==> config.mk <==
export PLATFORM = sky130hd
export DESIGN_NAME = wdt_top
export DESIGN_NICKNAME = d
export VERILOG_FILES = /design/src/wdt_pkg.sv /design/src/wdt_top.sv /design/src/tick_sync.sv
export SDC_FILE = /design/constraint.sdc
export NUM_CORES = 1
export LEC_CHECK = 0
export BUFFER_PORTS_ARGS = -buffer_cell sky130_fd_sc_hd__buf_2
export CORE_MARGIN = 5
export CORE_UTILIZATION = 35
export DETAILED_ROUTE_END_ITERATION = 8
export GPL_TIMING_DRIVEN = 0
export HOLD_SLACK_MARGIN = 0.02
export PLACE_DENSITY = 0.51
export SLEW_MARGIN = 20
export SYNTH_ARGS = -nofsm -noshare
export SYNTH_HDL_FRONTEND = slang
export SYNTH_HIERARCHICAL = 1
export SYNTH_SLANG_ARGS = --single-unit
==> constraint.sdc <==
create_clock -name mclk -period 4.1 [get_ports mclk]
set_clock_uncertainty 0.15 [all_clocks]
set_input_delay 0.615 -clock mclk [delete_from_list [all_inputs] [get_ports mclk]]
set_output_delay 0.615 -clock mclk [all_outputs]
set_load 0.02 [all_outputs]
==> src/wdt_pkg.sv <==
// Constants, register map and state codes for the watchdog configuration and service block
package wdt_pkg;

  localparam int         ADDR_W        = 12;
  localparam int         DATA_W        = 32;
  localparam int         REG_W         = 8;

  // Register indices; byte address is four times the index
  localparam logic [3:0] IDX_CTRL      = 4'h0;
  localparam logic [3:0] IDX_CONFIG    = 4'h1;
  localparam logic [3:0] IDX_EWCFG     = 4'h2;
  localparam logic [3:0] IDX_ENCLR     = 4'h4;
  localparam logic [3:0] IDX_ENSET     = 4'h5;
  localparam logic [3:0] IDX_FLAGS     = 4'h6;
  localparam logic [3:0] IDX_STATUS    = 4'h7;
  localparam logic [3:0] IDX_SERVICE   = 4'h8;

  // Field positions
  localparam int         CTRL_LOCK_BIT = 7;
  localparam int         CTRL_WEN_BIT  = 2;
  localparam int         CTRL_EN_BIT   = 1;
  localparam int         WIN_MSB       = 7;
  localparam int         WIN_LSB       = 4;
  localparam int         PER_MSB       = 3;
  localparam int         PER_LSB       = 0;
  localparam int         WARN_BIT      = 0;
  localparam int         SYNC_BIT      = 7;

  // Reset values
  localparam logic [7:0] REG_RST       = 8'h00;
  localparam logic       IRQ_EN_RST    = 1'b0;
  localparam logic       FLAG_RST      = 1'b0;

  // Service key and period coding
  localparam logic [7:0]  SERVICE_KEY  = 8'ha5;
  localparam logic [3:0]  CODE_MAX     = 4'hb;
  localparam logic [15:0] BASE_LEN     = 16'h0008;

  // Bus-clock cycles a synchronised write stays busy
  localparam logic [1:0]  SYNC_CYCLES  = 2'h3;

  typedef enum logic [3:0] {
    ST_OFF    = 4'b0001,
    ST_NORM   = 4'b0010,
    ST_CLOSED = 4'b0100,
    ST_OPEN   = 4'b1000
  } wd_state_type;

  // Reserved codes clamp to the longest length rather than wrapping
  function automatic logic [15:0] len_of(input logic [3:0] code);
    logic [3:0] sel;
    sel = (code > CODE_MAX) ? CODE_MAX : code;
    return BASE_LEN << sel;
  endfunction

endpackage

==> src/wdt_top.sv <==
// Watchdog configuration, early warning interrupt, sync status and keyed service over APB
//
// Summary of operation
// - Upper config nibble picks closed-window length, 8 doubling to 16384 cycles.
// - Lower config nibble picks time-out length, 8 doubling to 16384 cycles.
// - In window mode the time-out field sets the open-window length.
// - Early-warning field sets cycles from period start to the warning.
// - Config and early-warning registers load from non-volatile settings at start-up.
// - Config writes only when disabled, synchronised; early-warning writes only when disabled, unsynchronised.
// - Writing one to enable-clear bit 0 disables the warning interrupt.
// - Writing one to enable-set bit 0 enables the warning interrupt.
// - Warning flag sets on warning event; writing one clears it.
// - Status bit 7 is high while a register synchronisation is running.
// - Writing key 0xa5 to the service register restarts the period, except in the closed window, where it resets the system.
// - Writing any other value to the service register resets the system.
// - In window mode the warning fires when the open window starts.
// - Interrupt is high while flag set and enabled.
// - Permanent lock makes control, config and early-warning registers read-only.
// - Synchronised access during busy stalls the bus, then completes.
`timescale 1ns/1ps
module wdt_top (
  input  wire logic                       mclk,
  input  wire logic                       reset_n,
  input  wire logic                       psel,
  input  wire logic                       penable,
  input  wire logic                       pwrite,
  input  wire logic [wdt_pkg::ADDR_W-1:0] paddr,
  input  wire logic [wdt_pkg::DATA_W-1:0] pwdata,
  output logic      [wdt_pkg::DATA_W-1:0] prdata,
  output logic                            pready,
  output logic                            pslverr,
  input  wire logic                       watchdog_count_clock,
  input  wire logic [7:0]                 nvm_ctrl,
  input  wire logic [7:0]                 nvm_config,
  input  wire logic [7:0]                 nvm_early_warn,
  output logic                            irq,
  output logic                            sys_reset
);
  import wdt_pkg::*;

  //////////////////////////////////////////////////////////////////////////////
  // State

  logic [7:0]         ctrl_r;
  logic [7:0]         period_config_r;
  logic [3:0]         early_warn_delay_r;
  logic               irq_en_r;
  logic               flag_r;
  logic               load_done_r;
  logic               run_r;
  logic               win_act_r;
  logic [1:0]         sync_cnt_r;
  logic [2:0]         sync_what_r;
  logic [7:0]         sync_data_r;
  logic [15:0]        cnt_r;
  wd_state_type       st_r;
  logic [DATA_W-1:0]  prdata_r;
  logic               pready_r;
  logic               pslverr_r;
  logic               irq_r;
  logic               sys_reset_r;
  logic               wd_tick;

  logic [15:0]        cnt_nxt;
  wd_state_type       st_nxt;
  logic               warn_evt;
  logic               tmo_evt;
  logic [15:0]        inc;

  tick_sync u_tick (
    .mclk    (mclk),
    .reset_n (reset_n),
    .pin     (watchdog_count_clock),
    .tick    (wd_tick)
  );

  //////////////////////////////////////////////////////////////////////////////
  // Address decode

  wire [3:0] idx        = paddr[5:2];
  wire       in_range   = (paddr[ADDR_W-1:6] == '0) & (paddr[1:0] == 2'h0);
  wire       hit_ctrl   = in_range & (idx == IDX_CTRL);
  wire       hit_cfg    = in_range & (idx == IDX_CONFIG);
  wire       hit_warn   = in_range & (idx == IDX_EWCFG);
  wire       hit_clr    = in_range & (idx == IDX_ENCLR);
  wire       hit_set    = in_range & (idx == IDX_ENSET);
  wire       hit_flag   = in_range & (idx == IDX_FLAGS);
  wire       hit_stat   = in_range & (idx == IDX_STATUS);
  wire       hit_svc    = in_range & (idx == IDX_SERVICE);
  wire       mapped     = hit_ctrl | hit_cfg | hit_warn | hit_clr | hit_set | hit_flag |
                          hit_stat | hit_svc;

  wire       sync_busy  = |sync_what_r;
  wire       sync_done  = sync_busy & (sync_cnt_r == 2'h0);
  wire       acc        = psel & penable;
  wire       synced_wr  = pwrite & (hit_ctrl | hit_cfg | hit_svc);
  // Nothing answers before the start-up load so software never sees unloaded values
  wire       stall      = (synced_wr & sync_busy) | ~load_done_r;
  wire       pready_nxt = acc & ~pready_r & ~stall;
  wire       wr_fire    = acc & pready_r & pwrite & ~pslverr_r;
  wire [7:0] wdat       = pwdata[7:0];

  //////////////////////////////////////////////////////////////////////////////
  // Write effects

  wire       locked     = ctrl_r[CTRL_LOCK_BIT];
  wire       disabled   = ~ctrl_r[CTRL_EN_BIT] & ~run_r & ~locked;
  wire       ctrl_wr    = wr_fire & hit_ctrl & ~locked;
  wire       cfg_wr     = wr_fire & hit_cfg & disabled;
  wire       warn_wr    = wr_fire & hit_warn & disabled;
  wire       key_ok     = (wdat == SERVICE_KEY);
  wire       bad_key    = wr_fire & hit_svc & ~key_ok;
  wire       closed_svc = wr_fire & hit_svc & key_ok & (st_r == ST_CLOSED);
  wire       svc_wr     = wr_fire & hit_svc & key_ok & (st_r != ST_CLOSED);
  wire       sync_start = ctrl_wr | cfg_wr | svc_wr;
  wire       en_set     = wr_fire & hit_set & wdat[WARN_BIT];
  wire       en_clr     = wr_fire & hit_clr & wdat[WARN_BIT];
  wire       flag_clr   = wr_fire & hit_flag & wdat[WARN_BIT];
  wire       restart    = sync_done & sync_what_r[2];

  // Lock bit is sticky and also holds the watchdog running
  wire [7:0] ctrl_wval  = wdat | {locked, 7'h00};

  // Set wins over the clear when both land together
  wire       flag_nxt   = warn_evt | (flag_r & ~flag_clr);
  wire       en_nxt     = en_set | (irq_en_r & ~en_clr);

  //////////////////////////////////////////////////////////////////////////////
  // Period lengths

  wire [15:0] per_len   = len_of(period_config_r[PER_MSB:PER_LSB]);
  wire [15:0] win_len   = len_of(period_config_r[WIN_MSB:WIN_LSB]);
  wire [15:0] warn_len  = len_of(early_warn_delay_r);

  //////////////////////////////////////////////////////////////////////////////
  // Counter and window sequencing

  always_comb begin
    cnt_nxt = cnt_r;
    st_nxt  = st_r;
    warn_evt = 1'b0;
    tmo_evt = 1'b0;
    inc     = cnt_r + 16'h0001;
    if (!run_r) begin
      cnt_nxt = 16'h0000;
      st_nxt  = ST_OFF;
    end else if ((st_r == ST_OFF) || restart) begin
      cnt_nxt = 16'h0000;
      st_nxt  = win_act_r ? ST_CLOSED : ST_NORM;
    end else if (wd_tick) begin
      unique case (st_r)
        ST_NORM: begin
          // A warning later than the time-out never fires
          warn_evt = (inc == warn_len) & (warn_len < per_len);
          if (inc == per_len) begin
            tmo_evt = 1'b1;
            cnt_nxt = 16'h0000;
          end else begin
            cnt_nxt = inc;
          end
        end
        ST_CLOSED: begin
          if (inc == win_len) begin
            warn_evt = 1'b1;
            st_nxt  = ST_OPEN;
            cnt_nxt = 16'h0000;
          end else begin
            cnt_nxt = inc;
          end
        end
        ST_OPEN: begin
          if (inc == per_len) begin
            tmo_evt = 1'b1;
            st_nxt  = ST_CLOSED;
            cnt_nxt = 16'h0000;
          end else begin
            cnt_nxt = inc;
          end
        end
        ST_OFF: begin
          cnt_nxt = 16'h0000;
        end
      endcase
    end
  end

  //////////////////////////////////////////////////////////////////////////////
  // Registers

  always_ff @(posedge mclk or negedge reset_n) begin
    if (!reset_n) begin
      load_done_r <= 1'b0;
      ctrl_r      <= REG_RST;
      period_config_r    <= REG_RST;
      early_warn_delay_r <= 4'h0;
    end else if (!load_done_r) begin
      load_done_r        <= 1'b1;
      ctrl_r             <= nvm_ctrl;
      period_config_r    <= nvm_config;
      early_warn_delay_r <= nvm_early_warn[3:0];
    end else begin
      if (ctrl_wr) begin
        ctrl_r <= ctrl_wval;
      end
      if (sync_done && sync_what_r[1]) begin
        period_config_r <= sync_data_r;
      end
      if (warn_wr) begin
        early_warn_delay_r <= wdat[3:0];
      end
    end
  end

  always_ff @(posedge mclk or negedge reset_n) begin
    if (!reset_n) begin
      run_r     <= 1'b0;
      win_act_r <= 1'b0;
    end else if (!load_done_r) begin
      run_r     <= 1'b0;
      win_act_r <= 1'b0;
    end else if (sync_done && sync_what_r[0]) begin
      run_r     <= sync_data_r[CTRL_EN_BIT] | sync_data_r[CTRL_LOCK_BIT];
      win_act_r <= sync_data_r[CTRL_WEN_BIT];
    end else if (st_r == ST_OFF && ctrl_r[CTRL_EN_BIT] && !sync_busy) begin
      // Start-up load of an enabled watchdog needs no software write
      run_r     <= 1'b1;
      win_act_r <= ctrl_r[CTRL_WEN_BIT];
    end
  end

  always_ff @(posedge mclk or negedge reset_n) begin
    if (!reset_n) begin
      sync_cnt_r  <= 2'h0;
      sync_what_r <= 3'h0;
      sync_data_r <= REG_RST;
    end else if (sync_start) begin
      sync_cnt_r  <= SYNC_CYCLES - 2'h1;
      sync_what_r <= {svc_wr, cfg_wr, ctrl_wr};
      sync_data_r <= ctrl_wr ? ctrl_wval : wdat;
    end else if (sync_done) begin
      sync_what_r <= 3'h0;
    end else if (sync_busy) begin
      sync_cnt_r  <= sync_cnt_r - 2'h1;
    end
  end

  always_ff @(posedge mclk or negedge reset_n) begin
    if (!reset_n) begin
      cnt_r       <= 16'h0000;
      st_r        <= ST_OFF;
      irq_en_r    <= IRQ_EN_RST;
      flag_r      <= FLAG_RST;
      irq_r       <= 1'b0;
      sys_reset_r <= 1'b0;
    end else begin
      cnt_r       <= cnt_nxt;
      st_r        <= st_nxt;
      irq_en_r    <= en_nxt;
      flag_r      <= flag_nxt;
      irq_r       <= flag_nxt & en_nxt;
      sys_reset_r <= bad_key | closed_svc | tmo_evt;
    end
  end

  //////////////////////////////////////////////////////////////////////////////
  // APB answer

  wire [7:0] rd_val =
      hit_ctrl ? ctrl_r :
      hit_cfg  ? period_config_r :
      hit_warn ? {4'h0, early_warn_delay_r} :
      (hit_clr | hit_set) ? {7'h00, irq_en_r} :
      hit_flag ? {7'h00, flag_r} :
      hit_stat ? {sync_busy, 7'h00} :
      8'h00;

  always_ff @(posedge mclk or negedge reset_n) begin
    if (!reset_n) begin
      prdata_r  <= '0;
      pready_r  <= 1'b0;
      pslverr_r <= 1'b0;
    end else begin
      pready_r  <= pready_nxt;
      pslverr_r <= pready_nxt & ~mapped;
      if (pready_nxt && !pwrite) begin
        prdata_r <= {24'h000000, rd_val};
      end
    end
  end

  assign prdata    = prdata_r;
  assign pready    = pready_r;
  assign pslverr   = pslverr_r;
  assign irq       = irq_r;
  assign sys_reset = sys_reset_r;
endmodule

==> src/tick_sync.sv <==
// Three-stage synchroniser turning the watchdog count clock pin into one-cycle ticks
`timescale 1ns/1ps
module tick_sync (
  input  wire logic mclk,
  input  wire logic reset_n,
  input  wire logic pin,
  output logic      tick
);
  logic s1_r;
  logic s2_r;
  logic s3_r;
  logic lvl_r;
  logic tick_r;

  // A change is accepted only once the second and third stages agree
  wire  agree   = (s2_r == s3_r);
  wire  rise    = agree & s3_r & ~lvl_r;

  always_ff @(posedge mclk or negedge reset_n) begin
    if (!reset_n) begin
      s1_r   <= 1'b0;
      s2_r   <= 1'b0;
      s3_r   <= 1'b0;
      lvl_r  <= 1'b0;
      tick_r <= 1'b0;
    end else begin
      s1_r   <= pin;
      s2_r   <= s1_r;
      s3_r   <= s2_r;
      tick_r <= rise;
      if (agree) begin
        lvl_r <= s3_r;
      end
    end
  end

  assign tick = tick_r;
endmodule

# --- Word-level counts from Yosys, hierarchy flattened ---
# Index checks and enable logic that the tools add are counted.
classes:
  n_addsub: 2
  n_mul: 0
  div_mod_pow: 0
  order_cmp: 4
  n_eq_ne: 26
  shifts: 3
  mux: 50
  bitwise_logic: 75
  n_reduce_logical: 18
ops:
  columns: ["cell", "n"]
  rows:
  - ["2-to-1 mux 8 bit", 11]
  - ["2-to-1 mux 16 bit", 5]
  - ["== test 16 bit", 3]
  - ["one-hot mux 16 bit (3 select lines)", 1]
  - ["<< shifter 4 x 4 -> 16 bit, first input constant", 3]
  - ["AND 1 bit", 45]
  - ["2-to-1 mux 4 bit", 10]
  - ["== test 4 x 3 -> 1 bit, second input constant", 5]
  - ["OR 1 bit", 17]
  - ["adder 16 x 1 -> 16 bit, second input constant", 1]
  - ["less-than comparator 16 bit", 1]
  - ["2-to-1 mux 1 bit", 15]
  - ["> comparator 4 bit, second input constant", 3]
  - ["NOT 1 bit", 12]
  - ["2-to-1 mux 3 bit", 3]
  - ["== test 4 x 1 -> 1 bit, second input constant", 2]
  - ["== test 4 x 2 -> 1 bit, second input constant", 2]
  - ["== test 4 bit, second input constant", 2]
  - ["== test 8 bit, second input constant", 1]
  - ["inequality test 2 x 1 -> 1 bit, second input constant", 4]
  - ["OR 8 bit", 1]
  - ["one-hot mux 4 bit (2 select lines)", 1]
  - ["logical NOT 6 bit", 1]
  - ["2-to-1 mux 2 bit", 3]
  - ["other kinds (18)", 26]
totals:
  register_bits: 75
  latch_bits: 0
  ram_bits: 0
  mem_bits_ro: 0
  input_bits: 74
  output_inout_bits: 36
  word_cells: 201
  memories: 0

# --- Depth between registers and ports, before layout ---
# Gate-level depths: netlist of run 1.
logic_depth:
  ltp_word: 12
  mapped_depth: 12

# --- Hierarchy ---
# The synthesis of run 1 kept the hierarchy.
by_module_without_submodules:
  columns: ["mod", "n_inst", "cells_each", "area_each_um2", "seq_area_each_um2"]
  rows:
  - ["wdt_top", 1, 631, 5470.2, 1752.9]
  - ["tick_sync", 1, 8, 158.9, 125.1]

# --- Worst setup path before layout of run 1 ---
# OpenSTA, ideal clock, no wires.
synth_path:
  path_type: "in2reg"
  from: "input port paddr[11] in the netlist's numbering"
  to: "register sync_data_r[0]"
  setup_ps: 125
  arrival_time_ps: 2637
  required_time_ps: 3825
  slack_ps: 1188
  path_stages: 7
  path_buffers: 1
  path_cell_list: "nor4_1 > nand3b_1 > nor4_2 > nand2_2 > o211a_1 > buf_2 > mux2_2"
synth_between:
  elab_chain_cells: 7
  elab_cells_between_ends: 15
  cone_classes: "1 x mux; 13 x bitwise; 1 x reduce/logical"
synth_lines:
  columns: ["item", "line", "rtl"]
  rows:
  - ["start: declaration", "wdt_top.sv:27", "input wire logic [wdt_pkg::ADDR_W-1:0] paddr,"]
  - ["logical NOT 6 bit (*)", "wdt_top.sv:81", "wire in_range = (paddr[ADDR_W-1:6] == '0) & (paddr[1:0] == 2'h0);"]
  - ["AND 1 bit (*)", "wdt_top.sv:81", null]
  - ["AND 1 bit, on equally long branches", "wdt_top.sv:82, wdt_top.sv:83, wdt_top.sv:89", null]
  - ["AND 1 bit, on equally long branches (2 in a row)", "wdt_top.sv:108, wdt_top.sv:109, wdt_top.sv:114", null]
  - ["OR 1 bit / AND 1 bit (equally long branches)", "wdt_top.sv:115, wdt_top.sv:114", null]
  - ["OR 1 bit", "wdt_top.sv:115", "wire sync_start = ctrl_wr | cfg_wr | svc_wr;"]
  - ["end signal: assignment", "wdt_top.sv:239", "sync_data_r <= ctrl_wr ? ctrl_wval : wdat;"]
  - ["end: declaration", "wdt_top.sv:54", "logic [7:0] sync_data_r;"]
# Mark *: on every way between the ends. The rest lies on a longest branch, timed or not.
# A chain may end at the register's enable or synchronous reset.

# --- Worst setup path after layout of run 1 ---
layout_path:
  from: "register cnt_r[0]"
  to: "register irq_r (netlist: irq)"
layout_between:
  elab_chain_cells: 9
  elab_cells_between_ends: 11
  cone_classes: "1 x add/sub; 2 x eq/ne; 5 x mux; 3 x bitwise"
layout_lines:
  columns: ["item", "line", "rtl"]
  rows:
  - ["start: declaration", "wdt_top.sv:55", "logic [15:0] cnt_r;"]
  - ["start signal: assignment", "wdt_top.sv:256", "cnt_r <= cnt_nxt;"]
  - ["adder 16 x 1 -> 16 bit (*)", "wdt_top.sv:143", "inc = cnt_r + 16'h0001;"]
  - ["== test 16 bit, on equally long branches", "wdt_top.sv:163, wdt_top.sv:154", null]
  - ["2-to-1 mux 1 bit / AND 1 bit (equally long branches)", "wdt_top.sv:163, wdt_top.sv:154", null]
  - ["one-hot mux 1 bit (2 select lines) (*)", "wdt_top.sv:151", "unique case (st_r)"]
  - ["2-to-1 mux 1 bit (*)", "wdt_top.sv:150", "end else if (wd_tick) begin"]
  - ["2-to-1 mux 1 bit (*)", "wdt_top.sv:147", "end else if ((st_r == ST_OFF) || restart) begin"]
  - ["2-to-1 mux 1 bit (*)", "wdt_top.sv:144", "if (!run_r) begin"]
  - ["OR 1 bit (*)", "wdt_top.sv:125", "wire flag_nxt = warn_evt | (flag_r & ~flag_clr);"]
  - ["named net flag_nxt", "wdt_top.sv:125", null]
  - ["AND 1 bit (*)", "wdt_top.sv:260", "irq_r <= flag_nxt & en_nxt;"]
  - ["end signal: assignment", "wdt_top.sv:260", null]
  - ["end: declaration", "wdt_top.sv:60", "logic irq_r;"]
# The timed path passes the listed nets; every way through them passes the cells marked *.

==> impl_metrics.toml, run 1 <==
[run_status]
status = "finished, final reports clean"

[sta]
relSlewSlack_pct = 32.9
fmax_mhz = 263
tightest_slew_ps = 992
tns_ps = 0
finalCriticalPeriod_ps = 3800
period_share_pct = 92.7
slew_viol_final = 0
rsz0062_at_grt = "false"
final.setup.worst_slack_ps = 298
finalSetupViolations = 0
hold_violations = 0

[detailed_routing]
drt_wl_total_mm = 16.7
drt-vias-per-instance = 5.34
wl_met1_mm = 7.63
wire_per_inst_um = 17.6
top_layer_used = "met4"
drtIter0Drc = 276
wl_met2_mm = 8.08
ant_nets = 0
route.detailed.drc = 0
drt_first_pass_iters = 5
vias = 5076
wl_met3_um = 745

[power_and_ir_drop]
power_density_nw_per_um2 = 328
ir_worst_vdd_mv = 0.219
power.total_uw = 2160
p_leak_uw = 0.00283

[setup_path]
critical_path_required_ps = 4230
cp_top_family = "simple AND/OR/NAND/NOR gates"
crit_fanout = 10
cp_slowest_cell = "o31ai_1"
startpoint_type = "register"
end_kind = "register"
critical_path.max_stage_delay_ps = 640
worstSetupPathType = "reg2reg"
worstPathCellList = "ha_1, nand4_2, buf_4, nor2_1, xnor2_1, xnor2_1, a2111oi_2, nand4b_1, o31ai_1, and2_1"
path_buf_inv = 1
cp.arrival_ps = 3930
cpMostUsedCell = "xnor2_1"

[grt]
antenna_found_initial = 0
grt_usage_pct = 18.2
grt_pass1_wl_mm = 26.4
grt_pass1_vias = 4833
overflow = 0
grt_max_degree = 54

[synthesis]
ys.flop_type = "dfrtp_1"
ys_async_sr_fraction_pct = 100
ys_warn_count = 6
synth_area_sq_um = 5630
synth_edf_count = 0
ys_seq_elements = 75
avgSynthCellArea_sq_um = 8.81
ys_seq_area_share_pct = 33.4
syn_inst = 639
synthDistinctLibCells = 77

[clock_network]
tritoncts = "yes"
clk_path_buf_depth = 2
clk_latency_ps = 340
path_clk_slew_ps = 60
cts_root_buf = "clkbuf_16"
cts_max_level = 3
cts_buffers = 9
cts_setup_buffers = 0
cts.sinks = 75

[final_layout]
multi_input_area_sq_um = 3420
fin_cells = 950
n_antenna_cell = 0
area_growth_pct = 17.1
fin_nets = 820
fillers = 1631
drive_above_1_share_pct = 19.9
utilization_pct = 41.7
regArea_sq_um = 1880

[placement]
gp_congestion = 0.895
post-place-ws_ps = 141
port_buffers = 56
placedCellCount = 937
dp_hpwl_mm = 13.2

[die]
die_w_um = 137
core_sq_um = 15800
initial_core_util_pct = 35.6
die_area_sq_um = 18700
boundaryPins = 110
die_h_um = 137
rows = 46

[job]
cap_violations = 0

[hold_path]
hold_class = "in2async"
[per-layer routing]
metal	up-vias	global-route usage [%]
met5	-	0
met4	0	4.49
met3	19	3.42
met2	147	30.6
met1	2444	24.4
li1	2466	-
[Yosys cell counts (12+ instances only)]
library cell,n,area [sq um]
inv_1,15,56.3
nor2_1,70,263
nand2_1,46,173
dfrtp_1,74,1850
o21ai_0,32,160
nor3_1,17,85.1
ha_1,15,188
a21oi_1,40,200
buf_4,25,188
nand3_1,23,115
nor4_1,12,75.1
clkbuf_1,35,131
xnor2_1,25,219
mux2i_1,22,220
[report_power, final]
part	total [uW]	internal [uW]	switching, uW	leakage [uW]
Clock	785	479	306	0.000141
Combinational	540	187	353	0.00175
Sequential	836	803	33.7	0.000943
[final timing paths]
| check | startpoint | end | slack (ps) | depth (start not counted) |
|---|---|---|---|---|
| worst min register to register | u_tick/s1_r | u_tick/s2_r | 210 | 0 |
| worst max register to register | cnt_r[0] | irq | 300 | 10 |
| min in group mclk | u_tick/s1_r | u_tick/s2_r | 210 | 0 |
| worst min-delay path | reset_n | cnt_r[11] | 30 | 1 |
| max in group asynchronous | reset_n | period_config_r[7] | 3190 | 2 |
| worst max-delay path | cnt_r[0] | irq | 300 | 10 |
[cell usage in the layout, fill, tap and decap left out, drive strengths merged, types with 4 or more instances in the layout]
cell    instances
a211oi          4
a21oi          41
a221oi         12
a31oi           6
and2            5
and3            8
and4            4
buf            92
clkbuf         46
conb           27
dfrtp          74
ha             15
inv            15
mux2           11
mux2i          22
nand2          47
nand2b          8
nand3          26
nand3b          4
nand4          11
nor2           70
nor2b           9
nor3           17
nor4           19
nor4b           8
o21a            4
o21ai          32
or4             4
xnor2          25
xor2            9
[through the flow]
stage,hold slack [ps],instance area (sq um)
after detailed placement,200,6300
final,28.7,6590
after global routing,44.1,6590
after CTS,34.0,6590
after global placement,188,6270
after floorplan,169,5720
[state kept, by name, summed over array words and instances (netlist names), 2 cells and up]
name / flops
st_r: 4
early_warn_delay_r: 4
period_config_r: 8
cnt_r: 16
sync_cnt_r: 2
sync_what_r: 3
ctrl_r: 8
sync_data_r: 8
prdata: 8
[layout make-up]
cell class,instances,area share (%)
Clock buffer,11,3.68
Timing Repair Buffer,57,4.71
Inverter,15,0.854
Tap cell,216,4.10
Sequential cell,75,28.5
Clock inverter,3,0.607
Multi-Input combinational cell,503,51.9
Buffer,70,5.69
[kinds of logic after synthesis]
group           share of synthesized area [%]
buf+inv                                  7.73
fa+ha+maj                                3.33
compound gates                           17.0
xor+xnor                                 6.96
other cells                             0.133
flops                                    33.4
mux                                      6.18
simple gates                             25.3
[timing repair]
item,CTS,global route
gates resized for setup,0,2
endpoints found under the setup margin,0,12
hold buffers,0,0
Power figures use the tool's default switching activity.
==> inputs of run 2 (changes only) <==
- CORE_MARGIN: 5 -> 2
==> run 2 against run 1 <==
Global-route usage grew 1.9 points. Flip-flop and latch count unchanged. Hold slack got worse by 11 ps. First-iteration DRC count up 17%. Final cell count rose by 0.21%. Routed wire length shrank 0.98%. Sequential power barely moved. Register-to-register slack barely moved. Largest power group is now the clock network.
==> impl_metrics.toml, run 2 (synthesis gave the netlist of run 1 again) <==
[run_status]
status = "finished, final reports clean"

[detailed_routing]
vias = 5024
drt_wl_total_mm = 16.5
drt_first_pass_iters = 7
wire_per_inst_um = 17.4
route.detailed.drc = 0
ant_nets = 0
drt-vias-per-instance = 5.28
drtIter0Drc = 324

[setup_path]
cp.depth = 12
reg2regPathDepth = 12
end_kind = "register"
cp_slowest_cell = "nor4bb_1"
cp.arrival_ps = 3930
cpMostUsedCell = "o31ai_1"
worstSetupPathType = "reg2reg"
cp_top_family = "simple AND/OR/NAND/NOR gates"
crit_fanout = 10
path_buf_inv = 2
critical_path.max_stage_delay_ps = 890
startpoint_type = "register"
critical_path_required_ps = 4240
worstPathCellList = "clkbuf_1, nor4bb_1, inv_1, ha_1, and3_1, a22o_1, o31ai_1, nand2_1, nor4_1, a41oi_1, o31ai_1, and2_1"

[final_layout]
n_antenna_cell = 0
utilization_pct = 42.0
layout_common_cells = "dfrtp_1 (74), nor2_1 (70), buf_2 (63)"
regArea_sq_um = 1880
area_growth_pct = 18.1
final_common_cell = "dfrtp_1"
fin_nets = 821
drive_above_1_share_pct = 19.8
largest-register = "cnt_r"
fillers = 1605
largest_reg_flops = 16
multi_input_area_sq_um = 3410
postLayoutCellArea_sq_um = 6650

[clock_network]
cts.sinks = 75
clk_latency_ps = 350
tritoncts = "yes"
cts_max_level = 3
clk_path_buf_depth = 2
path_clk_slew_ps = 60
ctsResizeCount = 0
cts_hold_buf = 0
cts_buffers = 9
cts_root_buf = "clkbuf_16"
cts_setup_buffers = 0

[sta]
period_share_pct = 92.6
tns_ps = 0
slew_viol_final = 0
hold_violations = 0
finalCriticalPeriod_ps = 3800
tightest_slew_ps = 995
finalSetupViolations = 0
fmax_mhz = 263
relSlewSlack_pct = 32.7
rsz0062_at_grt = "false"

[grt]
top_usage_layer = "met2"
grt_max_degree = 55
grt_pass1_wl_mm = 26.4
groute.layer.met1.usage_pct = 26.4
antenna_found_initial = 0
met3_usage_pct = 3.95
overflow = 0
grt_usage_pct = 20.2
grt_pass1_vias = 4867
grtUsageMet2_pct = 34.0

[power_and_ir_drop]
p_leak_uw = 0.00286
ir_worst_vdd_mv = 0.189
power_density_nw_per_um2 = 347

[die]
die_w_um = 131
die_area_sq_um = 17100
boundaryPins = 110
rows = 46
initial_core_util_pct = 35.6
die_h_um = 131
core_sq_um = 15800

[job]
cap_violations = 0

[placement]
gp_congestion = 0.877
place_area_sq_um = 6300
port_buffers = 56
dp_hpwl_mm = 12.9

[hold_path]
hold_class = "in2async"
## run 2: final timing paths
check | start | endpoint | slack, ps
worst max-delay path | period_config_r[0] | irq | 300
worst min-delay path | reset_n | cnt_r[1] | 20
worst max register to register | period_config_r[0] | irq | 300
worst min register to register | u_tick/s1_r | u_tick/s2_r | 200
max in group asynchronous | reset_n | st_r[0] | 3170
min in group mclk | u_tick/s1_r | u_tick/s2_r | 200
## run 2: per-layer routing
metal  vias to the layer above  routed length (um)
met1                      2375                7350
li1                       2462                   -
met5                         -                   0
met2                       167                7950
met4                         0                 308
met3                        20                 938
## run 2: stage by stage
step / power (uW) / hold slack (ps) / setup slack (ps) / instances
detailed placement: 1390 / 193 / 150 / 937
finish: 2310 / 18.1 / 302 / 952
CTS: 2330 / 29.9 / 130 / 952
floorplan: 1220 / 169 / 1190 / 664
global placement: 1370 / 188 / 150 / 936
global route: 2440 / 35.6 / 4.73 / 952
## run 2: worst register-to-register path: stages (launching register included)
cell and delay [ps]:
dfrtp_1 380, clkbuf_1 360, nor4bb_1 890, inv_1 110, ha_1 310, and3_1 160, a22o_1 230, o31ai_1 190
nand2_1 90, nor4_1 250, a41oi_1 200, o31ai_1 200, and2_1 210
## run 2: cell type report
| class | count | area share (%) |
|---|---|---|
| plain buffers | 71 | 5.70 |
| clock buffers | 11 | 3.65 |
| clock inverters | 4 | 1.49 |
| inverters | 15 | 0.847 |
| multi-input cells | 503 | 51.3 |
| flip-flops and latches | 75 | 28.2 |
| well taps | 216 | 4.06 |
| repair buffers | 57 | 4.67 |
## run 2: power by group
part | internal, uW | leakage (uW) | switching (uW)
clock | 609 | 0.000166 | 322
combinational | 186 | 0.00175 | 354
sequential | 802 | 0.000943 | 33.8
==> inputs of run 3 (changes only) <==
- CTS_BUF_LIST: not set -> sky130_fd_sc_hd__clkbuf_8 sky130_fd_sc_hd__clkbuf_16
- MAX_ROUTING_LAYER: not set -> met4
- clock period: 4.1 -> 4.9 ns (I/O delays scaled with it)
==> run 3 against run 2 <==
Sequential power fell by 16%. Register-to-register slack improved by 610 ps. Die area did not move. Sequential share of layout area rose by 0.29 points. Combinational power fell by 16%. Count of clock-buffer cells in the layout did not move. Non-clock buffer count did not move. Flip-flop and latch count did not move. First-iteration DRC count fell by 7.4%. Largest power group is now registers.
==> impl_metrics.toml, run 3 (synthesis gave the netlist of run 1 again) <==
[clock_network]
cts_max_level = 3
cts_root_buf = "clkbuf_16"
clk_path_buf_depth = 2
cts.sinks = 75
cts_hold_buf = 0
tritoncts = "yes"
clk_latency_ps = 340
path_clk_slew_ps = 60
ctsResizeCount = 0
cts_setup_buffers = 0
cts_buffers = 9

[grt]
grt_usage_pct = 21.1
grt_max_degree = 55
grt_pass1_wl_mm = 26.7
antenna_found_initial = 0
overflow = 0
grt_pass1_vias = 4973

[final_layout]
largest-register = "cnt_r"
largest_reg_flops = 16
area_growth_pct = 16.9
postLayoutCellArea_sq_um = 6580
n_antenna_cell = 0
fin_nets = 821
layout_common_cells = "dfrtp_1 (74), nor2_1 (70), buf_2 (63)"
final_common_cell = "dfrtp_1"
drive_above_1_share_pct = 19.8

[detailed_routing]
route.detailed.drc = 0
wire_per_inst_um = 17.6
ant_nets = 0
drt_wl_total_mm = 16.8
vias = 5003
drtIter0Drc = 300
drt_first_pass_iters = 5
drt-vias-per-instance = 5.26

[placement]
gp_congestion = 0.890
dp_hpwl_mm = 13.2
place_area_sq_um = 6300
port_buffers = 56

[setup_path]
worstPathCellList = "ha_1, clkbuf_1, nand4_2, nor3_1, a21oi_1, a2111oi_2, nand4b_1, o31ai_1, and2_1"
cp.arrival_ps = 4110
end_kind = "register"
critical_path.max_stage_delay_ps = 870
startpoint_type = "register"
crit_fanout = 9
worstSetupPathType = "reg2reg"
critical_path_required_ps = 5020
cp_top_family = "simple AND/OR/NAND/NOR gates"
path_buf_inv = 1
cp_slowest_cell = "nor3_1"

[power_and_ir_drop]
power_density_nw_per_um2 = 272
p_leak_uw = 0.00283
ir_worst_vdd_mv = 0.172

[die]
rows = 46
die_area_sq_um = 17100
die_w_um = 131
boundaryPins = 110
core_sq_um = 15800
initial_core_util_pct = 35.6
die_h_um = 131

[sta]
tightest_slew_ps = 1070
slew_viol_final = 0
period_share_pct = 81.4
fmax_mhz = 251
hold_violations = 0
rsz0062_at_grt = "false"
relSlewSlack_pct = 27.9
finalCriticalPeriod_ps = 3990
whs_ps = 148
finalSetupViolations = 0
tns_ps = 0

[job]
cap_violations = 0

[hold_path]
hold_class = "in2async"

[run_status]
status = "finished, final reports clean"
[run 3: cell count changes in the layout (fill, tap and decap cells not counted)]
| cell | delta |
|---|---|
| clkinvlp_4 | +1 |
| nor3_1 | +1 |
| clkbuf_1 | -1 |
| nor3_2 | -1 |
| bufinv_16 | -3 |
| clkbuf_8 | +1 |
| clkinv_2 | +2 |
[run 3: final timing paths]
path / start / endpoint / slack, ps / cells past startpoint
worst max register to register: cnt_r[0] / irq / 910 / 9
max in group asynchronous: reset_n / st_r[0] / 3850 / 2
min in group mclk: u_tick/s1_r / u_tick/s2_r / 200 / 0
worst min register to register: u_tick/s1_r / u_tick/s2_r / 200 / 0
worst max-delay path: cnt_r[0] / irq / 910 / 9
worst min-delay path: reset_n / cnt_r[7] / 150 / 1
[run 3: report_power, final]
part           leakage (uW)  switching [uW]  internal, uW
combinational       0.00175             298           156
clock              0.000137             272           367
sequential         0.000943            28.6           671
total               0.00283             599          1190
[run 3: area by class of cell]
cell class,count,area [sq um]
repair buffers,57,310
plain buffers,71,379
well taps,216,270
flip-flops and latches,75,1880
clock inverters,4,26.3
inverters,15,56.3
fillers,1637,9250
clock buffers,11,253
multi-input cells,503,3410
[run 3: metal layers]
layer / GRT usage [%] / vias up / wire (um)
met4: 6.63 / 0 / 407
met5: - / - / 0
met2: 34.1 / 156 / 7990
li1: - / 2466 / -
met3: 3.22 / 25 / 758
met1: 27.3 / 2356 / 7630
[run 3: worst reg2reg max path, delay by kind of cell, from the launching register on]
kind            cells  cell delay, ps
simple gates        4            1680
buf+inv             1             380
fa+ha+maj           1             140
flops               1             350
compound gates      3            1230
[run 3: metrics by stage]
step	total power, uW	setup WS, ps	std cells	utilization, %
finish	1790	914	952	41.6
global route	1900	690	952	41.6
CTS	1810	980	952	41.6
detailed placement	1160	1020	937	39.8
global placement	1150	1010	936	39.6
floorplan	1020	1870	664	-
